$ cat config.mk
export PLATFORM = sky130hd
export DESIGN_NAME = data_eeprom_access_sequencer_flat
export DESIGN_NICKNAME = d
export VERILOG_FILES = /design/src/nv_pkg.sv /design/src/nv_sfr_if.sv /design/src/data_eeprom_access_sequencer.sv /design/src/flat_wrapper.sv
export SDC_FILE = /design/constraint.sdc
export NUM_CORES = 2
export LEC_CHECK = 0
export BUFFER_PORTS_ARGS = -buffer_cell sky130_fd_sc_hd__clkbuf_2
export CAP_MARGIN = 30
export CORE_MARGIN = 10
export CORE_UTILIZATION = 45
export DETAILED_ROUTE_END_ITERATION = 10
export HOLD_SLACK_MARGIN = 0.05
export PLACE_DENSITY = 0.62
export SLEW_MARGIN = 20
export SYNTH_ARGS = -nofsm -noshare
export SYNTH_HDL_FRONTEND = slang
export SYNTH_SLANG_ARGS = --single-unit
$ cat constraint.sdc
create_clock -name clk_sys_i -period 6.98 [get_ports clk_sys_i]
set_input_delay 0.698 -clock clk_sys_i [delete_from_list [all_inputs] [get_ports clk_sys_i]]
set_output_delay 0.698 -clock clk_sys_i [all_outputs]
set_load 0.01 [all_outputs]
$ cat src/nv_pkg.sv
// constants shared by both ends of the data eeprom access path
// assumes one system clock and an active-low synchronous reset
package nv_pkg;
    localparam int unsigned ADDR_W = 8;
    localparam int unsigned DATA_W = 8;
    localparam int unsigned PTR_W = 8;
    // control register reached indirectly at sector 1, offset 040h
    localparam logic [PTR_W-1:0] CTRL_PTR_LOW = 8'h40;
    localparam logic [PTR_W-1:0] CTRL_PTR_HIGH = 8'h01;
    localparam logic [PTR_W-1:0] PTR_HIGH_SAFE = 8'h00;
    // control register fields
    localparam int unsigned BIT_WR_EN = 3;
    localparam int unsigned BIT_WR_GO = 2;
    localparam int unsigned BIT_RD_EN = 1;
    localparam int unsigned BIT_RD_GO = 0;
    localparam logic [DATA_W-1:0] CTRL_RESET = 8'h00;
    localparam logic [DATA_W-1:0] CTRL_IMPL_MASK = 8'h0f;
    // write cycle timing in timer ticks; one tick per TICK_DIV system clocks
    localparam int unsigned WRITE_TICKS = 16;
    localparam int unsigned TICK_DIV = 4;
    localparam int unsigned READ_CYCLES = 2;
    localparam int unsigned MEM_DEPTH = 256;
    // register select codes on the special register bus
    localparam logic [1:0] SEL_ADDR = 2'h0;
    localparam logic [1:0] SEL_DATA = 2'h1;
    localparam logic [1:0] SEL_PTR_LOW = 2'h2;
    localparam logic [1:0] SEL_PTR_HIGH = 2'h3;
endpackage

$ cat src/nv_sfr_if.sv
// special register bus between cpu side and eeprom sequencer
// assumes both ends clocked by the same clk_sys_i
`timescale 1ns/1ns
interface nv_sfr_if;
    logic dir_wr;
    logic [1:0] dir_sel;
    logic ind_wr;
    logic [nv_pkg::DATA_W-1:0] wdata;
    logic [nv_pkg::DATA_W-1:0] addr_rd;
    logic [nv_pkg::DATA_W-1:0] data_rd;
    logic [nv_pkg::DATA_W-1:0] ind_rd;
    logic [nv_pkg::PTR_W-1:0] ptr_high_rd;
    logic write_done_flag;
    logic write_done_clr;
    logic mf_req;
    logic mf_clr;
    logic sleep_req;
    logic busy;
    modport device (
        input dir_wr, dir_sel, ind_wr, wdata, write_done_clr, mf_clr, sleep_req,
        output addr_rd, data_rd, ind_rd, ptr_high_rd, write_done_flag, mf_req, busy
    );
    modport host (
        output dir_wr, dir_sel, ind_wr, wdata, write_done_clr, mf_clr, sleep_req,
        input addr_rd, data_rd, ind_rd, ptr_high_rd, write_done_flag, mf_req, busy
    );
endinterface

$ cat src/data_eeprom_access_sequencer.sv
// eeprom access sequencer: address, data, pointer and indirect control reg
// assumes the cpu end drives at most one direct and one indirect register access per cycle
// What this block and the cpu end do
// - software sets write-start right after write-enable
// - software masks interrupts around write start
// - no sleep until operation finished
// - software keeps write-enable low normally
// - pointer high zero hides control register
// - software may read back written data
// - control register at pointer 040h/01h
// - read: address, enable, start, poll, take
// - write: address, data, enable, start, poll
// - cleared control register disables everything
// - start bit ignored without its enable
// - start bits self-clear; read data held
// - control bits 3..0, upper read zero
// - write end sets done and multi-function flags
`timescale 1ns/1ns
module data_eeprom_access_sequencer #(
    parameter int unsigned WRITE_TICKS = nv_pkg::WRITE_TICKS,
    parameter int unsigned TICK_DIV = nv_pkg::TICK_DIV
) (
    // clock and reset
    input wire logic clk_sys_i,
    input wire logic nrst_i,
    // cpu register bus
    nv_sfr_if.device bus,
    // status seen by the rest of the chip
    output logic busy_o,
    output logic op_failed_o
);
    typedef enum logic [2:0] {
        ST_IDLE = 3'b001,
        ST_READ = 3'b010,
        ST_WRITE = 3'b100
    } state_t;

    state_t state_q;
    logic [nv_pkg::DATA_W-1:0] mem_q [nv_pkg::MEM_DEPTH];
    logic [nv_pkg::ADDR_W-1:0] addr_q;
    logic [nv_pkg::DATA_W-1:0] data_q;
    logic [nv_pkg::PTR_W-1:0] ptr_low_q;
    logic [nv_pkg::PTR_W-1:0] ptr_high_q;
    logic wr_en_q, wr_go_q, rd_en_q, rd_go_q;
    logic done_q, mf_q, fail_q;
    logic [15:0] tick_div_q;
    logic [15:0] cnt_q;
    logic tick;
    logic ctrl_sel;
    logic ctrl_wr;
    logic start_rd, start_wr, finish_rd, finish_wr;

    assign ctrl_sel = (ptr_low_q == nv_pkg::CTRL_PTR_LOW)
                   && (ptr_high_q == nv_pkg::CTRL_PTR_HIGH);
    // control register writes during an operation are ignored so the running cycle is undisturbed
    assign ctrl_wr = bus.ind_wr && ctrl_sel && (state_q == ST_IDLE);
    // enable must already be stored: go written together with a fresh enable is refused
    assign start_rd = ctrl_wr && rd_en_q && bus.wdata[nv_pkg::BIT_RD_EN]
                   && bus.wdata[nv_pkg::BIT_RD_GO] && !bus.wdata[nv_pkg::BIT_WR_GO];
    assign start_wr = ctrl_wr && wr_en_q && bus.wdata[nv_pkg::BIT_WR_EN]
                   && bus.wdata[nv_pkg::BIT_WR_GO] && !bus.wdata[nv_pkg::BIT_RD_GO];
    assign tick = (tick_div_q == 16'(TICK_DIV - 1));
    assign finish_rd = (state_q == ST_READ) && (cnt_q == 16'(nv_pkg::READ_CYCLES - 1));
    assign finish_wr = (state_q == ST_WRITE) && tick && (cnt_q == 16'(WRITE_TICKS - 1));

    // internal write timer divider, free running
    always_ff @(posedge clk_sys_i)
    begin
        if (!nrst_i || tick)
            tick_div_q <= 16'h0000;
        else
            tick_div_q <= tick_div_q + 16'h0001;
    end

    always_ff @(posedge clk_sys_i)
    begin
        if (!nrst_i)
        begin
            state_q <= ST_IDLE;
            cnt_q <= 16'h0000;
        end
        else
        begin
            case (state_q)
                ST_IDLE:
                begin
                    cnt_q <= 16'h0000;
                    if (start_rd)
                        state_q <= ST_READ;
                    else if (start_wr)
                        state_q <= ST_WRITE;
                end
                ST_READ:
                begin
                    cnt_q <= cnt_q + 16'h0001;
                    if (finish_rd || bus.sleep_req)
                        state_q <= ST_IDLE;
                end
                ST_WRITE:
                begin
                    if (tick)
                        cnt_q <= cnt_q + 16'h0001;
                    if (finish_wr || bus.sleep_req)
                        state_q <= ST_IDLE;
                end
                default:
                    state_q <= ST_IDLE;
            endcase
        end
    end

    // pointer and direct registers
    always_ff @(posedge clk_sys_i)
    begin
        if (!nrst_i)
        begin
            ptr_low_q <= nv_pkg::PTR_HIGH_SAFE;
            ptr_high_q <= nv_pkg::PTR_HIGH_SAFE;
        end
        else if (bus.dir_wr && bus.dir_sel == nv_pkg::SEL_PTR_LOW)
            ptr_low_q <= bus.wdata;
        else if (bus.dir_wr && bus.dir_sel == nv_pkg::SEL_PTR_HIGH)
            ptr_high_q <= bus.wdata;
    end

    always_ff @(posedge clk_sys_i)
    begin
        if (!nrst_i)
            addr_q <= '0;
        else if (bus.dir_wr && bus.dir_sel == nv_pkg::SEL_ADDR && state_q == ST_IDLE)
            addr_q <= bus.wdata;
    end

    // read data held until the next read or a direct data register write replaces it
    always_ff @(posedge clk_sys_i)
    begin
        if (!nrst_i)
            data_q <= '0;
        else if (finish_rd && !bus.sleep_req)
            data_q <= mem_q[addr_q];
        else if (bus.dir_wr && bus.dir_sel == nv_pkg::SEL_DATA && state_q == ST_IDLE)
            data_q <= bus.wdata;
    end

    always_ff @(posedge clk_sys_i)
    begin
        if (finish_wr && !bus.sleep_req)
            mem_q[addr_q] <= data_q;
    end

    // control register
    always_ff @(posedge clk_sys_i)
    begin
        if (!nrst_i)
        begin
            wr_en_q <= 1'b0;
            rd_en_q <= 1'b0;
            wr_go_q <= 1'b0;
            rd_go_q <= 1'b0;
        end
        else if (ctrl_wr)
        begin
            wr_en_q <= bus.wdata[nv_pkg::BIT_WR_EN];
            rd_en_q <= bus.wdata[nv_pkg::BIT_RD_EN];
            wr_go_q <= start_wr;
            rd_go_q <= start_rd;
        end
        else
        begin
            if (finish_rd || (state_q == ST_READ && bus.sleep_req))
                rd_go_q <= 1'b0;
            if (finish_wr || (state_q == ST_WRITE && bus.sleep_req))
                wr_go_q <= 1'b0;
        end
    end

    // done flags: set wins over software clear
    always_ff @(posedge clk_sys_i)
    begin
        if (!nrst_i)
        begin
            done_q <= 1'b0;
            mf_q <= 1'b0;
        end
        else
        begin
            if (finish_wr)
                done_q <= 1'b1;
            else if (bus.write_done_clr)
                done_q <= 1'b0;
            if (finish_wr)
                mf_q <= 1'b1;
            else if (bus.mf_clr)
                mf_q <= 1'b0;
        end
    end

    // sleep during an operation spoils it
    always_ff @(posedge clk_sys_i)
    begin
        if (!nrst_i)
            fail_q <= 1'b0;
        else if (state_q != ST_IDLE && bus.sleep_req)
            fail_q <= 1'b1;
        else if (start_rd || start_wr)
            fail_q <= 1'b0;
    end

    always_ff @(posedge clk_sys_i)
    begin
        if (!nrst_i)
            busy_o <= 1'b0;
        else
            busy_o <= (state_q != ST_IDLE) && !(finish_rd || finish_wr);
    end

    assign op_failed_o = fail_q;
    assign bus.busy = busy_o;
    assign bus.addr_rd = addr_q;
    assign bus.data_rd = data_q;
    assign bus.ptr_high_rd = ptr_high_q;
    assign bus.ind_rd = ctrl_sel ? ({4'h0, wr_en_q, wr_go_q, rd_en_q, rd_go_q}
                                    & nv_pkg::CTRL_IMPL_MASK) : '0;
    assign bus.write_done_flag = done_q;
    assign bus.mf_req = mf_q;
endmodule

$ cat src/flat_wrapper.sv
// flat-port wrapper written by rule: the top's interface ports become plain ports
module data_eeprom_access_sequencer_flat 
#(
    parameter int unsigned WRITE_TICKS = nv_pkg::WRITE_TICKS,
    parameter int unsigned TICK_DIV = nv_pkg::TICK_DIV
)
  (clk_sys_i, nrst_i, busy_o, op_failed_o, bus_dir_wr, bus_dir_sel, bus_ind_wr, bus_wdata, bus_write_done_clr, bus_mf_clr, bus_sleep_req, bus_addr_rd, bus_data_rd, bus_ind_rd, bus_ptr_high_rd, bus_write_done_flag, bus_mf_req, bus_busy);
  nv_sfr_if bus_i ();
  input wire logic clk_sys_i;
  input wire logic nrst_i;
  output logic busy_o;
  output logic op_failed_o;
  input wire logic [$bits(bus_i.dir_wr)-1:0] bus_dir_wr;
  input wire logic [$bits(bus_i.dir_sel)-1:0] bus_dir_sel;
  input wire logic [$bits(bus_i.ind_wr)-1:0] bus_ind_wr;
  input wire logic [$bits(bus_i.wdata)-1:0] bus_wdata;
  input wire logic [$bits(bus_i.write_done_clr)-1:0] bus_write_done_clr;
  input wire logic [$bits(bus_i.mf_clr)-1:0] bus_mf_clr;
  input wire logic [$bits(bus_i.sleep_req)-1:0] bus_sleep_req;
  output wire logic [$bits(bus_i.addr_rd)-1:0] bus_addr_rd;
  output wire logic [$bits(bus_i.data_rd)-1:0] bus_data_rd;
  output wire logic [$bits(bus_i.ind_rd)-1:0] bus_ind_rd;
  output wire logic [$bits(bus_i.ptr_high_rd)-1:0] bus_ptr_high_rd;
  output wire logic [$bits(bus_i.write_done_flag)-1:0] bus_write_done_flag;
  output wire logic [$bits(bus_i.mf_req)-1:0] bus_mf_req;
  output wire logic [$bits(bus_i.busy)-1:0] bus_busy;
  assign bus_i.dir_wr = bus_dir_wr;
  assign bus_i.dir_sel = bus_dir_sel;
  assign bus_i.ind_wr = bus_ind_wr;
  assign bus_i.wdata = bus_wdata;
  assign bus_i.write_done_clr = bus_write_done_clr;
  assign bus_i.mf_clr = bus_mf_clr;
  assign bus_i.sleep_req = bus_sleep_req;
  assign bus_addr_rd = bus_i.addr_rd;
  assign bus_data_rd = bus_i.data_rd;
  assign bus_ind_rd = bus_i.ind_rd;
  assign bus_ptr_high_rd = bus_i.ptr_high_rd;
  assign bus_write_done_flag = bus_i.write_done_flag;
  assign bus_mf_req = bus_i.mf_req;
  assign bus_busy = bus_i.busy;
  data_eeprom_access_sequencer #(.WRITE_TICKS(WRITE_TICKS), .TICK_DIV(TICK_DIV)) u_core (.clk_sys_i(clk_sys_i), .nrst_i(nrst_i), .bus(bus_i), .busy_o(busy_o), .op_failed_o(op_failed_o));
endmodule
==> results.toml <==
[status]
outcome = "completed"

[worst_setup_path]
cp.arrival_ns = 5.20
end_kind = "flop"
critPathLaunchType = "flop"
r2r_end = "u_core.bus.data_rd[1]"
endpoint = "u_core.bus.data_rd[1]"
critPathMaxStageDelay_ns = 0.94
required_ns = 7.74
ff2ff_path_depth = 7
critPathMaxFanout = 40
worstSetupPathType = "reg -> reg"
crit_path_top_delay_cell = "a221oi_1"
r2r_setup_slack_ns = 2.55
crit_chain = "inv_4 -> nor2_2 -> buf_4 -> a211oi_1 -> a221oi_1 -> o2111ai_1 -> o21ai_0"

[yosys]
postSynthAreaPerCell_um2 = 18.99
netlist_area_um2 = 83360
ys_types = 71
yosysTopAreaCell = "edfxtp_1"
ys_ff_latch = 2131
ys_seq_area_share_pct = 75.77
synth_top_area_share_pct = 73.77
async_flop_share_pct = 0
syn_inst = 4391
yosysWarnings = 0
synth_flop_cell = "edfxtp_1"
synth-edff-count = 2048
ys_top_cells_by_area = "edfxtp_1, mux4_2, mux2i_1"

[power]
power_w = 0.02552
vdd_drop_max_mv = 0.2362
leakage_nw = 30.67
powerDensity_nw_per_um2 = 274.3

[sta]
setup_viol = 0
slew_violations = 0
grt_setup_unrepaired = "false"
worst_pin_slew_ns = 1.094
max_freq_mhz = 225.6
finClkSkew_ns = 0.06468
hold_violations = 0
slew_headroom_pct = 25.19
min_period_over_period_pct = 63.49
setup_tns_ns = 0
timing.final.crit_period_ns = 4.432

[global_routing]
antenna_found_initial = 10
use_met1_pct = 30.22
grt_start_max_net_pins = 204
grt_remaining_overflow = 0
grt_use_met2_pct = 33.15
use_met3_pct = 5.448
gr-usage-all-layers_pct = 21.67
grt_pass1_wl_um = 320300
grt_pass1_vias = 43154
top_usage_layer = "met2"

[floorplanning]
rows = 157
die_area_um2 = 202900
core_area_um2 = 183700
die_h_um = 450.4
initial_core_util_pct = 45.39
ios = 54
die_w_um = 450.4

[clocking]
cts_tree = "yes"
cts_buffers = 208
clk_latency_ns = 0.86
clkSinkCount = 2131
cts_setup_buffers = 0
root_buffer = "clkbuf_16"
cts_resized = 0
clockBufferDepth = 3
clkTransAtPathRegs_ns = 0.06
ctsHoldBuffers = 0
cts_max_level = 4

[route]
drc = 0
ant_nets = 0
drt_first_iter_violations = 5548
wl_per_cell_um = 31.49
wl_um = 225100
first_pass_iters = 7
via_per_inst = 6.090
via_count = 43539

[flow_run]
drv_cap = 0

[finish]
fin_cells = 7149
n_fill_cell = 14539
synthToLayoutAreaGrowth_pct = 11.63
num-nets-final = 4524
drive_gt1_share_pct = 17.35

[worst_hold_path]
min-delay-path-class = "in -> reg"

[placed_design]
place.gp.congestion = 0.8570
place_inst = 6750
dpl.hpwl_um = 136700
io_buffers = 49
==> synthesized netlist by cell type (all sizes together) (48+ instances only) <==
master     n
a211oi    59
a221oi    48
o21ai     77
mux2i    474
buf      161
clkbuf    96
o22ai    129
mux4     303
nand2    116
o221ai    52
edfxtp  2048
dfxtp     83
nor2     323
a21oi     66
==> layout make-up <==
| class | count | area [µm²] | area share (%) |
|---|---|---|---|
| well taps | 2464 | 3083 | 3.313 |
| multi-input cells | 1996 | 18700 | 20.10 |
| diodes | 4 | 10.01 | 0.01076 |
| flip-flops and latches | 2131 | 63210 | 67.92 |
| clock inverters | 131 | 1200 | 1.289 |
| repair buffers | 157 | 1433 | 1.539 |
| inverters | 10 | 42.54 | 0.04571 |
| clock buffers | 256 | 5385 | 5.787 |
==> through the flow <==
stage	instance area (µm²)	hold WS, ns	setup WS [ns]	util (%)
after global routing	93050	0.1101	2.410	50.66
after CTS	92950	0.07202	2.688	50.60
after detailed placement	86360	0.4581	2.705	47.02
final	93060	0.1489	2.548	50.67
after floorplan	83380	0.4299	2.650	-
after global placement	86030	0.4619	1.803	46.84
==> flip-flops by register name, summed over array words and instances, names as in the netlist, 3 cells and up, named ones only <==
register                flops
u_core.ptr_low_q            8
u_core.bus.data_rd          8
u_core.cnt_q               16
u_core.bus.addr_rd          8
u_core.bus.ptr_high_rd      8
u_core.mem_q             2048
u_core.state_q              3
u_core.tick_div_q          16
==> cell families (layout without fill, tap and decap cells) <==
kind of cell / Yosys count / after routing / synth area share, %
flops: 2131 / 2131 / 75.77
mux: 782 / 782 / 13.94
simple gates: 641 / 641 / 3.514
compound gates: 542 / 542 / 4.519
buf+inv: 267 / 554 / 1.956
xor+xnor: 24 / 24 / 0.2521
fa+ha+maj: 3 / 3 / 0.04503
other cells: 1 / 8 / 0.004498
==> power by group <==
group          total [W]  switching (W)  internal, W
combinational   0.000701       0.000488     0.000213
clock             0.0108        0.00485      0.00600
sequential        0.0140      0.0000473       0.0139
==> metal layers <==
layer	up-vias	share of wire, %
li1	18172	-
met1	22832	41
met2	2123	46
met3	410	9.3
met4	2	3.8
met5	-	0.0084
==> worst min path at each step <==
stage / from / slack, ns / depth (start not counted) / to
after floorplan: u_core.tick_div_q[0] / 0.43 / 1 / u_core.tick_div_q[0]
after global placement: u_core.tick_div_q[0] / 0.46 / 1 / u_core.tick_div_q[0]
after detailed placement: u_core.tick_div_q[0] / 0.46 / 1 / u_core.tick_div_q[0]
after CTS: bus_write_done_clr / 0.07 / 3 / u_core.bus.write_done_flag
after global routing: bus_write_done_clr / 0.11 / 3 / u_core.bus.write_done_flag
final: bus_write_done_clr / 0.15 / 3 / u_core.bus.write_done_flag
==> worst max-delay path: cells and delay by family (launching register included) <==
family / cells / cell delay (ns)
AO/OA/AOI/OAI: 4 / 1.89
buffers and inverters: 2 / 0.94
flip-flops: 1 / 0.89
AND/OR/NAND/NOR: 1 / 0.58
==> layout by cell type (no fill, tap or decap), types with 13 or more instances in the layout <==
master	instances
edfxtp_1	2048
mux2i_1	474
nor2_1	318
mux4_2	303
clkbuf_16	208
o22ai_1	129
nand2_1	102
o21ai_0	73
dfxtp_1	71
buf_4	70
a21oi_1	65
a211oi_1	59
clkinv_1	55
o221ai_1	52
clkbuf_2	51
a221oi_1	48
clkbuf_1	48
clkinv_2	41
nor2b_1	40
nand3_1	33
nor3_1	30
a22oi_1	22
xnor2_1	20
a2111oi_0	18
buf_12	16
nor4_1	15
nand2_2	14
bufinv_16	13
Power figures use the tool's default switching activity.
